**config.mk**
```make
export PLATFORM = sky130hd
export DESIGN_NAME = nbmp_host
export DESIGN_NICKNAME = d
export VERILOG_FILES = /design/src/design/nbmp_pkg.sv /design/src/design/nbmp_host.sv
export VERILOG_INCLUDE_DIRS = /design/src /design/src/design
export SDC_FILE = /design/constraint.sdc
export NUM_CORES = 1
export LEC_CHECK = 0
export BUFFER_PORTS_ARGS = -buffer_cell sky130_fd_sc_hd__buf_2
export CORE_MARGIN = 5
export CORE_UTILIZATION = 40
export DETAILED_ROUTE_END_ITERATION = 6
export PLACE_DENSITY = 0.69
export SLEW_MARGIN = 25
export SYNTH_ARGS = -nofsm -noshare
export SYNTH_HDL_FRONTEND = slang
export SYNTH_SLANG_ARGS = --single-unit
```
**constraint.sdc**
```tcl
create_clock -name sys_clk -period 1.6 [get_ports sys_clk]
set_input_delay 0.08 -clock sys_clk [delete_from_list [all_inputs] [get_ports sys_clk]]
set_output_delay 0.08 -clock sys_clk [all_outputs]
set_load 0.01 [all_outputs]
```
**src/design/nbmp_map.svh**
```systemverilog
// Timing and geometry constants for the byte memory port host controller
`ifndef NBMP_MAP_SVH
`define NBMP_MAP_SVH
`define NBMP_CLK_PERIOD_NS  50
`define NBMP_ADDR_W         13
`define NBMP_DATA_W         8
`define NBMP_ACCESS_NS      70
`define NBMP_PRECHARGE_NS   60
`define NBMP_CYCLE_NS       130
`define NBMP_SELECT_MAX_NS  1000
`define NBMP_SETUP_NS       30
`define NBMP_CEIL_CYC(ns)   (((ns) + `NBMP_CLK_PERIOD_NS - 1) / `NBMP_CLK_PERIOD_NS)
`define NBMP_FLOOR_CYC(ns)  ((ns) / `NBMP_CLK_PERIOD_NS)
`endif

```
**src/design/nbmp_pkg.sv**
```systemverilog
// Types for the byte memory port host controller
package nbmp_pkg;
  typedef enum logic [2:0] {
    NBMP_IDLE,
    NBMP_ACTIVE,
    NBMP_PRECHARGE
  } nbmp_state_t;
endpackage : nbmp_pkg

```
**src/design/nbmp_host.sv**
```systemverilog
// Host controller driving an asynchronous nonvolatile byte memory
// Functional notes
// - Strobe low at select fall means write
// - Write ends at first strobe rise
// - Host observes full cycle time
// - Select stays high for precharge time
// - Fresh select fall for every access
// - Select low no longer than maximum
// - Select held low for minimum active
`timescale 1ns/1ns
`include "nbmp_map.svh"
module nbmp_host #(
  parameter int ACCESS_CYC = `NBMP_CEIL_CYC(`NBMP_ACCESS_NS),
  parameter int PRE_CYC    = `NBMP_CEIL_CYC(`NBMP_PRECHARGE_NS),
  parameter int CYCLE_CYC  = `NBMP_CEIL_CYC(`NBMP_CYCLE_NS),
  parameter int MAX_CYC    = `NBMP_FLOOR_CYC(`NBMP_SELECT_MAX_NS)
) (
  input  wire logic                     sys_clk,
  input  wire logic                     resetn,
  input  wire logic                     req_valid,
  output logic                          req_ready,
  input  wire logic                     req_write,
  input  wire logic [`NBMP_ADDR_W-1:0]  req_addr,
  input  wire logic [`NBMP_DATA_W-1:0]  req_wdata,
  output logic                          rsp_valid,
  output logic      [`NBMP_DATA_W-1:0]  rsp_rdata,
  output logic      [`NBMP_ADDR_W-1:0]  mem_addr,
  output logic                          mem_select_n,
  output logic                          mem_write_n,
  output logic                          mem_oe_n,
  input  wire logic [`NBMP_DATA_W-1:0]  mem_dq_i,
  output logic      [`NBMP_DATA_W-1:0]  mem_dq_o,
  output logic                          mem_dq_oe
);
  // Active phase length: at least access time and cycle minus precharge
  localparam int ACT_CYC = (CYCLE_CYC - PRE_CYC > ACCESS_CYC) ? CYCLE_CYC - PRE_CYC : ACCESS_CYC;
  localparam int CNT_W   = 8;

  nbmp_pkg::nbmp_state_t            state_reg, state_next;  // Sequencer state
  logic [CNT_W-1:0]                 cnt_reg, cnt_next;      // Phase counter
  logic                             wr_reg, wr_next;        // Cycle is a write
  logic [`NBMP_ADDR_W-1:0]          addr_reg, addr_next;    // Pin address
  logic [`NBMP_DATA_W-1:0]          wdat_reg, wdat_next;    // Write data
  logic [`NBMP_DATA_W-1:0]          rdat_reg, rdat_next;    // Read result
  logic                             rsp_reg, rsp_next;      // Read done pulse

  // Ready only when idle, after precharge is over
  assign req_ready    = (state_reg == nbmp_pkg::NBMP_IDLE);
  assign mem_addr     = addr_reg;
  assign mem_select_n = (state_reg != nbmp_pkg::NBMP_ACTIVE);
  // Select-controlled write: strobe low from select fall to select rise
  assign mem_write_n  = !(state_reg == nbmp_pkg::NBMP_ACTIVE && wr_reg);
  // Output enable asserted only during reads
  assign mem_oe_n     = !(state_reg == nbmp_pkg::NBMP_ACTIVE && !wr_reg);
  assign mem_dq_o     = wdat_reg;
  assign mem_dq_oe    = (state_reg == nbmp_pkg::NBMP_ACTIVE) && wr_reg;
  assign rsp_valid    = rsp_reg;
  assign rsp_rdata    = rdat_reg;

  // Next-state logic of the access sequencer
  always_comb begin
    state_next = state_reg;
    cnt_next   = cnt_reg;
    wr_next    = wr_reg;
    addr_next  = addr_reg;
    wdat_next  = wdat_reg;
    rdat_next  = rdat_reg;
    rsp_next   = 1'b0;
    case (state_reg)
      nbmp_pkg::NBMP_IDLE: begin
        // Accept one request, start with a fresh select fall
        if (req_valid) begin
          state_next = nbmp_pkg::NBMP_ACTIVE;
          wr_next    = req_write;
          addr_next  = req_addr;
          wdat_next  = req_wdata;
          cnt_next   = CNT_W'(ACT_CYC - 1);
        end
      end
      nbmp_pkg::NBMP_ACTIVE: begin
        // Hold select low for the active time; max only checked by an assertion
        if (cnt_reg == '0) begin
          state_next = nbmp_pkg::NBMP_PRECHARGE;
          cnt_next   = CNT_W'(PRE_CYC - 1);
          if (!wr_reg) begin
            rdat_next = mem_dq_i;
            rsp_next  = 1'b1;
          end
        end else begin
          cnt_next = cnt_reg - 1'b1;
        end
      end
      nbmp_pkg::NBMP_PRECHARGE: begin
        // Keep select high for precharge before next access
        if (cnt_reg == '0) begin
          state_next = nbmp_pkg::NBMP_IDLE;
        end else begin
          cnt_next = cnt_reg - 1'b1;
        end
      end
      default: begin
        state_next = nbmp_pkg::NBMP_IDLE;
      end
    endcase
  end

  // Sequencer registers
  always_ff @(posedge sys_clk or negedge resetn) begin
    if (!resetn) begin
      state_reg <= nbmp_pkg::NBMP_IDLE;
      cnt_reg   <= '0;
      wr_reg    <= 1'b0;
      addr_reg  <= '0;
      wdat_reg  <= '0;
      rdat_reg  <= '0;
      rsp_reg   <= 1'b0;
    end else begin
      state_reg <= state_next;
      cnt_reg   <= cnt_next;
      wr_reg    <= wr_next;
      addr_reg  <= addr_next;
      wdat_reg  <= wdat_next;
      rdat_reg  <= rdat_next;
      rsp_reg   <= rsp_next;
    end
  end

  // Helper: length of current select-low and select-high runs
  logic [CNT_W-1:0] low_run_reg, low_run_next;    // Cycles with select low
  logic [CNT_W-1:0] high_run_reg, high_run_next;  // Cycles with select high

  // Next values of the run counters
  always_comb begin
    low_run_next  = mem_select_n ? '0 : low_run_reg + 1'b1;
    high_run_next = '0;
    if (mem_select_n) begin
      // Saturate so a long idle gap never wraps to a short one
      high_run_next = (high_run_reg == '1) ? high_run_reg : high_run_reg + 1'b1;
    end
  end

  // Run counter registers
  always_ff @(posedge sys_clk or negedge resetn) begin
    if (!resetn) begin
      low_run_reg  <= '0;
      high_run_reg <= '0;
    end else begin
      low_run_reg  <= low_run_next;
      high_run_reg <= high_run_next;
    end
  end

  // Select low never beyond maximum active time
  a_select_max_low: assert property (@(posedge sys_clk) disable iff (!resetn)
    low_run_reg <= CNT_W'(MAX_CYC)) else $error("select held low too long");
  // Select low lasts at least the access time
  a_select_min_low: assert property (@(posedge sys_clk) disable iff (!resetn)
    ($rose(mem_select_n) && $past(state_reg) == nbmp_pkg::NBMP_ACTIVE) |-> $past(low_run_reg) >= CNT_W'(ACCESS_CYC - 1))
    else $error("select low shorter than active time");
  // Precharge satisfied before next select fall
  a_precharge_min: assert property (@(posedge sys_clk) disable iff (!resetn)
    $fell(mem_select_n) |-> high_run_reg >= CNT_W'(PRE_CYC))
    else $error("precharge too short");
  // Each request gives a fresh select fall within one cycle
  a_fresh_select: assert property (@(posedge sys_clk) disable iff (!resetn)
    (req_valid && req_ready) |=> $fell(mem_select_n)) else $error("no select fall for access");
  // Address stable while select is low
  a_addr_stable: assert property (@(posedge sys_clk) disable iff (!resetn)
    (!mem_select_n && !$past(mem_select_n)) |-> $stable(mem_addr)) else $error("address moved in cycle");
  // Host drives write data while strobe low, with select low, never with output enable
  a_write_drive: assert property (@(posedge sys_clk) disable iff (!resetn)
    !mem_write_n |-> (mem_dq_oe && mem_oe_n && !mem_select_n)) else $error("bad write pin state");
  // Read response follows a read cycle end
  a_read_resp: assert property (@(posedge sys_clk) disable iff (!resetn)
    rsp_valid |-> ($past(!mem_oe_n) && mem_select_n)) else $error("response without read");
  // Whole cycle spans at least the cycle time
  a_cycle_time: assert property (@(posedge sys_clk) disable iff (!resetn)
    $fell(mem_select_n) |-> (!mem_select_n)[*2] ##1 (mem_select_n && !req_ready)[*2])
    else $error("cycle too short");
  // Output enable only in a selected read, never with host drive
  a_oe_read_only: assert property (@(posedge sys_clk) disable iff (!resetn)
    !mem_oe_n |-> (!mem_select_n && mem_write_n && !mem_dq_oe))
    else $error("output enable outside read");
  // Deselected pins stay quiet
  a_idle_quiet: assert property (@(posedge sys_clk) disable iff (!resetn)
    mem_select_n |-> (mem_write_n && mem_oe_n && !mem_dq_oe))
    else $error("pins active while deselected");
  // Strobe level fixed for the whole select-low phase
  a_strobe_steady: assert property (@(posedge sys_clk) disable iff (!resetn)
    (!mem_select_n && !$past(mem_select_n)) |-> $stable(mem_write_n))
    else $error("strobe moved in cycle");
  // Write data held until the strobe rises
  a_wdata_stable: assert property (@(posedge sys_clk) disable iff (!resetn)
    (!mem_write_n && !$past(mem_write_n)) |-> $stable(mem_dq_o))
    else $error("write data moved before strobe rise");
  // Read response is a single-cycle pulse
  a_rsp_pulse: assert property (@(posedge sys_clk) disable iff (!resetn)
    rsp_valid |=> !rsp_valid) else $error("response longer than one cycle");
  // No new request taken while a cycle runs
  a_ready_gap: assert property (@(posedge sys_clk) disable iff (!resetn)
    $fell(mem_select_n) |-> !req_ready) else $error("ready during active cycle");
  // Read data changes only with a response
  a_rdata_hold: assert property (@(posedge sys_clk) disable iff (!resetn)
    !rsp_valid |-> $stable(rsp_rdata)) else $error("read data moved without response");
  // Address held into precharge after select rise
  a_addr_precharge: assert property (@(posedge sys_clk) disable iff (!resetn)
    (mem_select_n && !$past(mem_select_n)) |-> $stable(mem_addr))
    else $error("address moved at select rise");
endmodule : nbmp_host

```
* Word-level counts from Yosys, hierarchy flattened
Index checks and enable logic that the tools add are counted.
** Storage, ports and cells
- Logic and storage cells :: 39
- Register bits after elaboration :: 42
- Input port bits :: 33
** Operators by class
- $add $sub $neg :: 1
- Multiplexer cells :: 11
- Bitwise operators :: 1
- Eq/ne operators :: 7
- Reductions and logical operators :: 12
** Operators with widths (number)
- two-way mux 8 bit :: 3
- one-hot mux 8 bit (3 select lines) :: 1
- two-way mux 3 bit :: 3
- one-hot mux 3 bit (3 select lines) :: 1
- AND reduction 3 bit :: 3
- zero test 8 bit :: 1
- subtractor 8 x 1 -> 8 bit (second input constant) :: 1
- != test 2 bit (second input constant) :: 3
- == test 3 x 1 -> 1 bit (second input constant) :: 1
- == test 3 x 2 -> 1 bit (second input constant) :: 1
- zero test 1 bit :: 3
- zero test 3 bit :: 1
- two-way mux 1 bit :: 3
- != test 3 x 1 -> 1 bit (second input constant) :: 1
- nonzero test 3 bit :: 1
- logical AND 1 bit :: 2
- != test 2 x 1 -> 1 bit (second input constant) :: 1
- AND reduction 2 bit :: 1
- NOT 1 bit :: 1

* Depth between registers and ports, before layout
- Depth after elaboration :: 3
- Gate-level depth with buffers :: 7
- Mapped depth without buffers :: 6

* Worst setup path after synthesis
Ideal clock, no wire load.
- Path kind :: reg-to-reg
- Start :: register cnt_reg[0]
- End :: register cnt_reg[4]
- Setup time :: 0.079 ns
- Setup slack :: -0.147 ns
- Buffers on the path :: 0
- Stages on the path, launching flop included :: 7
- Arrival time :: 1.667 ns
- Required time :: 1.521 ns
- Cells stage by stage :: dfrtp_1 > inv_1 > ha_1 > inv_1 > or3_2 > or4_1 > a21oi_1
** On the way
- Word-level cells in the longest chain between the ends :: 3
- Elaborated cells between the ends (all ways) :: 7
** Ends and longest elaborated chain
- from (decl) :: RTL line nbmp_host.sv:40 : logic [CNT_W-1:0] cnt_reg, cnt_next;
- from (signal assigned) :: RTL line nbmp_host.sv:119 : cnt_reg <= cnt_next;
- subtractor 8 x 1 -> 8 bit / zero test 8 bit (equally long branches)
- two-way mux 8 bit, or another cell as far along :: RTL line nbmp_host.sv:95 : if (cnt_reg == '0) begin
- one-hot mux 8 bit (3 select lines) / AND reduction 3 bit (equally long branches)
Parallel ways exist; a longest one is shown, timed or not. The select of a mux whose other input is x is not followed.
A chain may end at the register's enable or synchronous reset.

* Worst setup path in the final report
- Start :: register cnt_reg[0]
- End :: register cnt_reg[5]
Same word-level chain as after synthesis.

==> metrics <==
grt ovf 0; Synth area leader dfrtp_1; P_int 0.004256 W; drt initial violations 21; clock skew 0.005271 ns; Tmin final 1.843 ns; Netlist cell types 32; sequential standard cell area 0.001027 sq mm; Fmax achieved 542.6 MHz; Final setup viols 8; CTS tree yes; Clock Sinks 41; Rows 24; post-synthesis sequential area ratio 55.44%; Crit-path slowest cell dfrtp_1; largest cells by area after synthesis dfrtp_1 55%, mux2_2 18%, ha_1 3.4%; Final Hold Fails 0; fillers 328; Seq cells post-synth 41; Avg Cell Area, Syn 12.76 sq um; area grow syn2layout 56.73%; Sw Ratio 36.83%; Synth Warn # 0; Leakage 1.406 nW; Placed Cells 285; pre-CTS setup slack -0.2252 ns; Top delay family on crit path simple AND/OR/NAND/NOR gates; die area 0.006086 sq mm; Worst Path Required 1.83 ns; Largest stage delay, worst path 0.42 ns; final cell count without fillers 308; Critical Path Source cnt_reg[0]$_DFFE_PN0P_; Clock Power Share 12.9%; Clk Tree Root Cell clkbuf_8; Max Slew Vio Count 0; Initial Util 41.92%; worst hold path class in -> reg; clock buffer depth 2; type of the worst setup path reg -> reg; Die Span Y 78.02 um; total negative setup slack -1.089 ns; vias per cell 5.169; Cell Pwr Density 2323 mW/mm^2; per-cell routed wire length 15.70 um; Final WS setup -0.2429 ns; NetSw 0.002482 W; CP Cell Sequence buf_6 -> or3_4 -> or3_4 -> or4_4 -> a21oi_2; design area 0.002900 sq mm; max reg flops 13; # diodes 0; endpoint type of the worst setup path register; cell mode on critical path or3_4; mapped cell area 0.001851 sq mm; Detail Placement HPWL 3.216 mm; Post-synth EDFFs 0; area of the multi-input gates 983.4 sq um; die width 78.02 um; antenna violations before repair 0; Syn Inst Count 145; clk_lat worst skew 0.29 ns; Worst-path clk slew 0.08 ns; Final Net Count 293; Initial DRT Pass Iterations 4; period utilisation layout 115.2%; H-tree depth 2; post-synth top area share 55.44%; crit path launch type register; Port Buf Inserts 67; Comb pwr share 60.1%; Max VDD drop 1.234 mV; core box area 0.004414 sq mm; RSZ-0062 raised after global routing yes; I/O Pins 68; WL final 4.837 mm; worst slew pin tran 0.5104 ns; CTS buffer count 5; DRC Markers 0; share of cells above drive strength 1 71.48%; Crit path arrival time 2.07 ns; Placer Congestion 0.7445; syn nets 183; total chip power 0.006739 W; Slew headroom 65.97%; Hold Path Origin req_addr[8]; Async S/R FF share, synth 100.0%; Seq pwr share 27.0%; global-route wire length before repair 7.403 mm; pin count of the biggest net entering global routing 42; peak fanout along the critical path 3; Crit path buffers/inverters 1; GR Util All Layers 14.92%; Post-DP Area 0.002485 sq mm; failing checks negative setup slack; Post-DRT Antenna Nets 0; vias in the first global route 1643; Max Cap Violations 0; worst r2r src cnt_reg[0]$_DFFE_PN0P_; Vias 1592; status finished with violations; top_reg_cell synth dfrtp_1
-- timing repair --
action	4_1_cts	5_1_grt
gates cloned	0	3
setup endpoints to repair	18	25
hold buffers	1	0
resized for setup	10	40
hold endpoints to repair	41	0
pin swaps	3	14
setup buffers	5	10
-- routing by layer --
| metal | track usage (%) | share of wire, % | vias up |
|---|---|---|---|
| li1 | - | - | 751 |
| met1 | 18.32 | 42 | 783 |
| met2 | 24.62 | 50 | 50 |
| met3 | 5.378 | 7.0 | 8 |
| met4 | 4.561 | 1.1 | 0 |
| met5 | 0 | 0 | - |
-- final timing paths --
check	to	slack, ns	depth (start not counted)
min in group asynchronous	cnt_reg[2]$_DFFE_PN0P_	0.37	3
worst max register to register	cnt_reg[5]$_DFFE_PN0P_	-0.24	5
worst min register to register	mem_addr[1]$_DFFE_PN0P_	0.50	1
max in group asynchronous	cnt_reg[3]$_DFFE_PN0P_	0.85	3
worst max-delay path	cnt_reg[5]$_DFFE_PN0P_	-0.24	5
worst min-delay path	mem_addr[8]$_DFFE_PN0P_	0.01	2
-- kinds of logic (layout without fill, tap and decap cells) --
| logic type | count (synthesis) | after routing | share of synthesized area (%) |
|---|---|---|---|
| adder cells (fa/ha/maj) | 5 | 5 | 3.381 |
| multiplexers | 30 | 30 | 18.26 |
| buffers and inverters | 14 | 124 | 3.381 |
| flip-flops | 41 | 41 | 55.44 |
| AND/OR/NAND/NOR | 33 | 34 | 11.36 |
| AO/OA/AOI/OAI | 22 | 22 | 8.180 |
-- per-stage QoR --
stage,hold slack [ns],util [%]
5_1_grt,0.001310,65.70
3_3_place_gp,0.1791,56.29
6_report,0.01072,65.70
4_1_cts,0.003174,60.71
3_5_place_dp,0.1747,56.29
2_1_floorplan,-0.2156,-
-- worst register-to-register path: stages (launching register included) --
cell and delay [ns]:
dfrtp_1 0.42, buf_6 0.12, or3_4 0.33, or3_4 0.34
or4_4 0.42, a21oi_2 0.14
-- synth_stat cells, drive strengths merged (3+ instances only) --
cell type and n:
o21ai 3, or3 5, ha 5, nand2b 5, nand2 6, inv 8, or4 6, dfrtp 41
mux2 30, buf 5, nor2 3, o31ai 6, a21oi 8
-- cell type report --
type                            instances  share of cell area, %
Inverter                                8                  1.035
Sequential cell                        41                  35.42
Timing Repair Buffer                  108                  23.38
Clock inverter                          1                  1.035
Multi-Input combinational cell         91                  33.91
Clock buffer                            7                  2.977
Tap cell                               52                  2.243
-- power groups by stage --
stage	Combinational, W	Sequential, W	Clock (W)
after floorplan	0.00166	0.00200	0
after global placement	0.00318	0.00181	0
after detailed placement	0.00324	0.00183	0
after CTS	0.00340	0.00181	0.000880
after global routing	0.00439	0.00188	0.000924
final	0.00405	0.00182	0.000869
-- cells in the final DEF, fill, tap and decap left out, drive strengths merged, types with 2 or more instances in the layout --
| cell type | n |
|---|---|
| buf | 107 |
| dfrtp | 41 |
| mux2 | 30 |
| a21oi | 8 |
| inv | 8 |
| clkbuf | 7 |
| o31ai | 6 |
| nand2b | 6 |
| nand2 | 6 |
| or4 | 6 |
| ha | 5 |
| or3 | 5 |
| o21ai | 3 |
| nor2 | 3 |
| a31oi | 2 |
| nor4 | 2 |
| nand3 | 2 |
(Power assumes the default switching activity.)
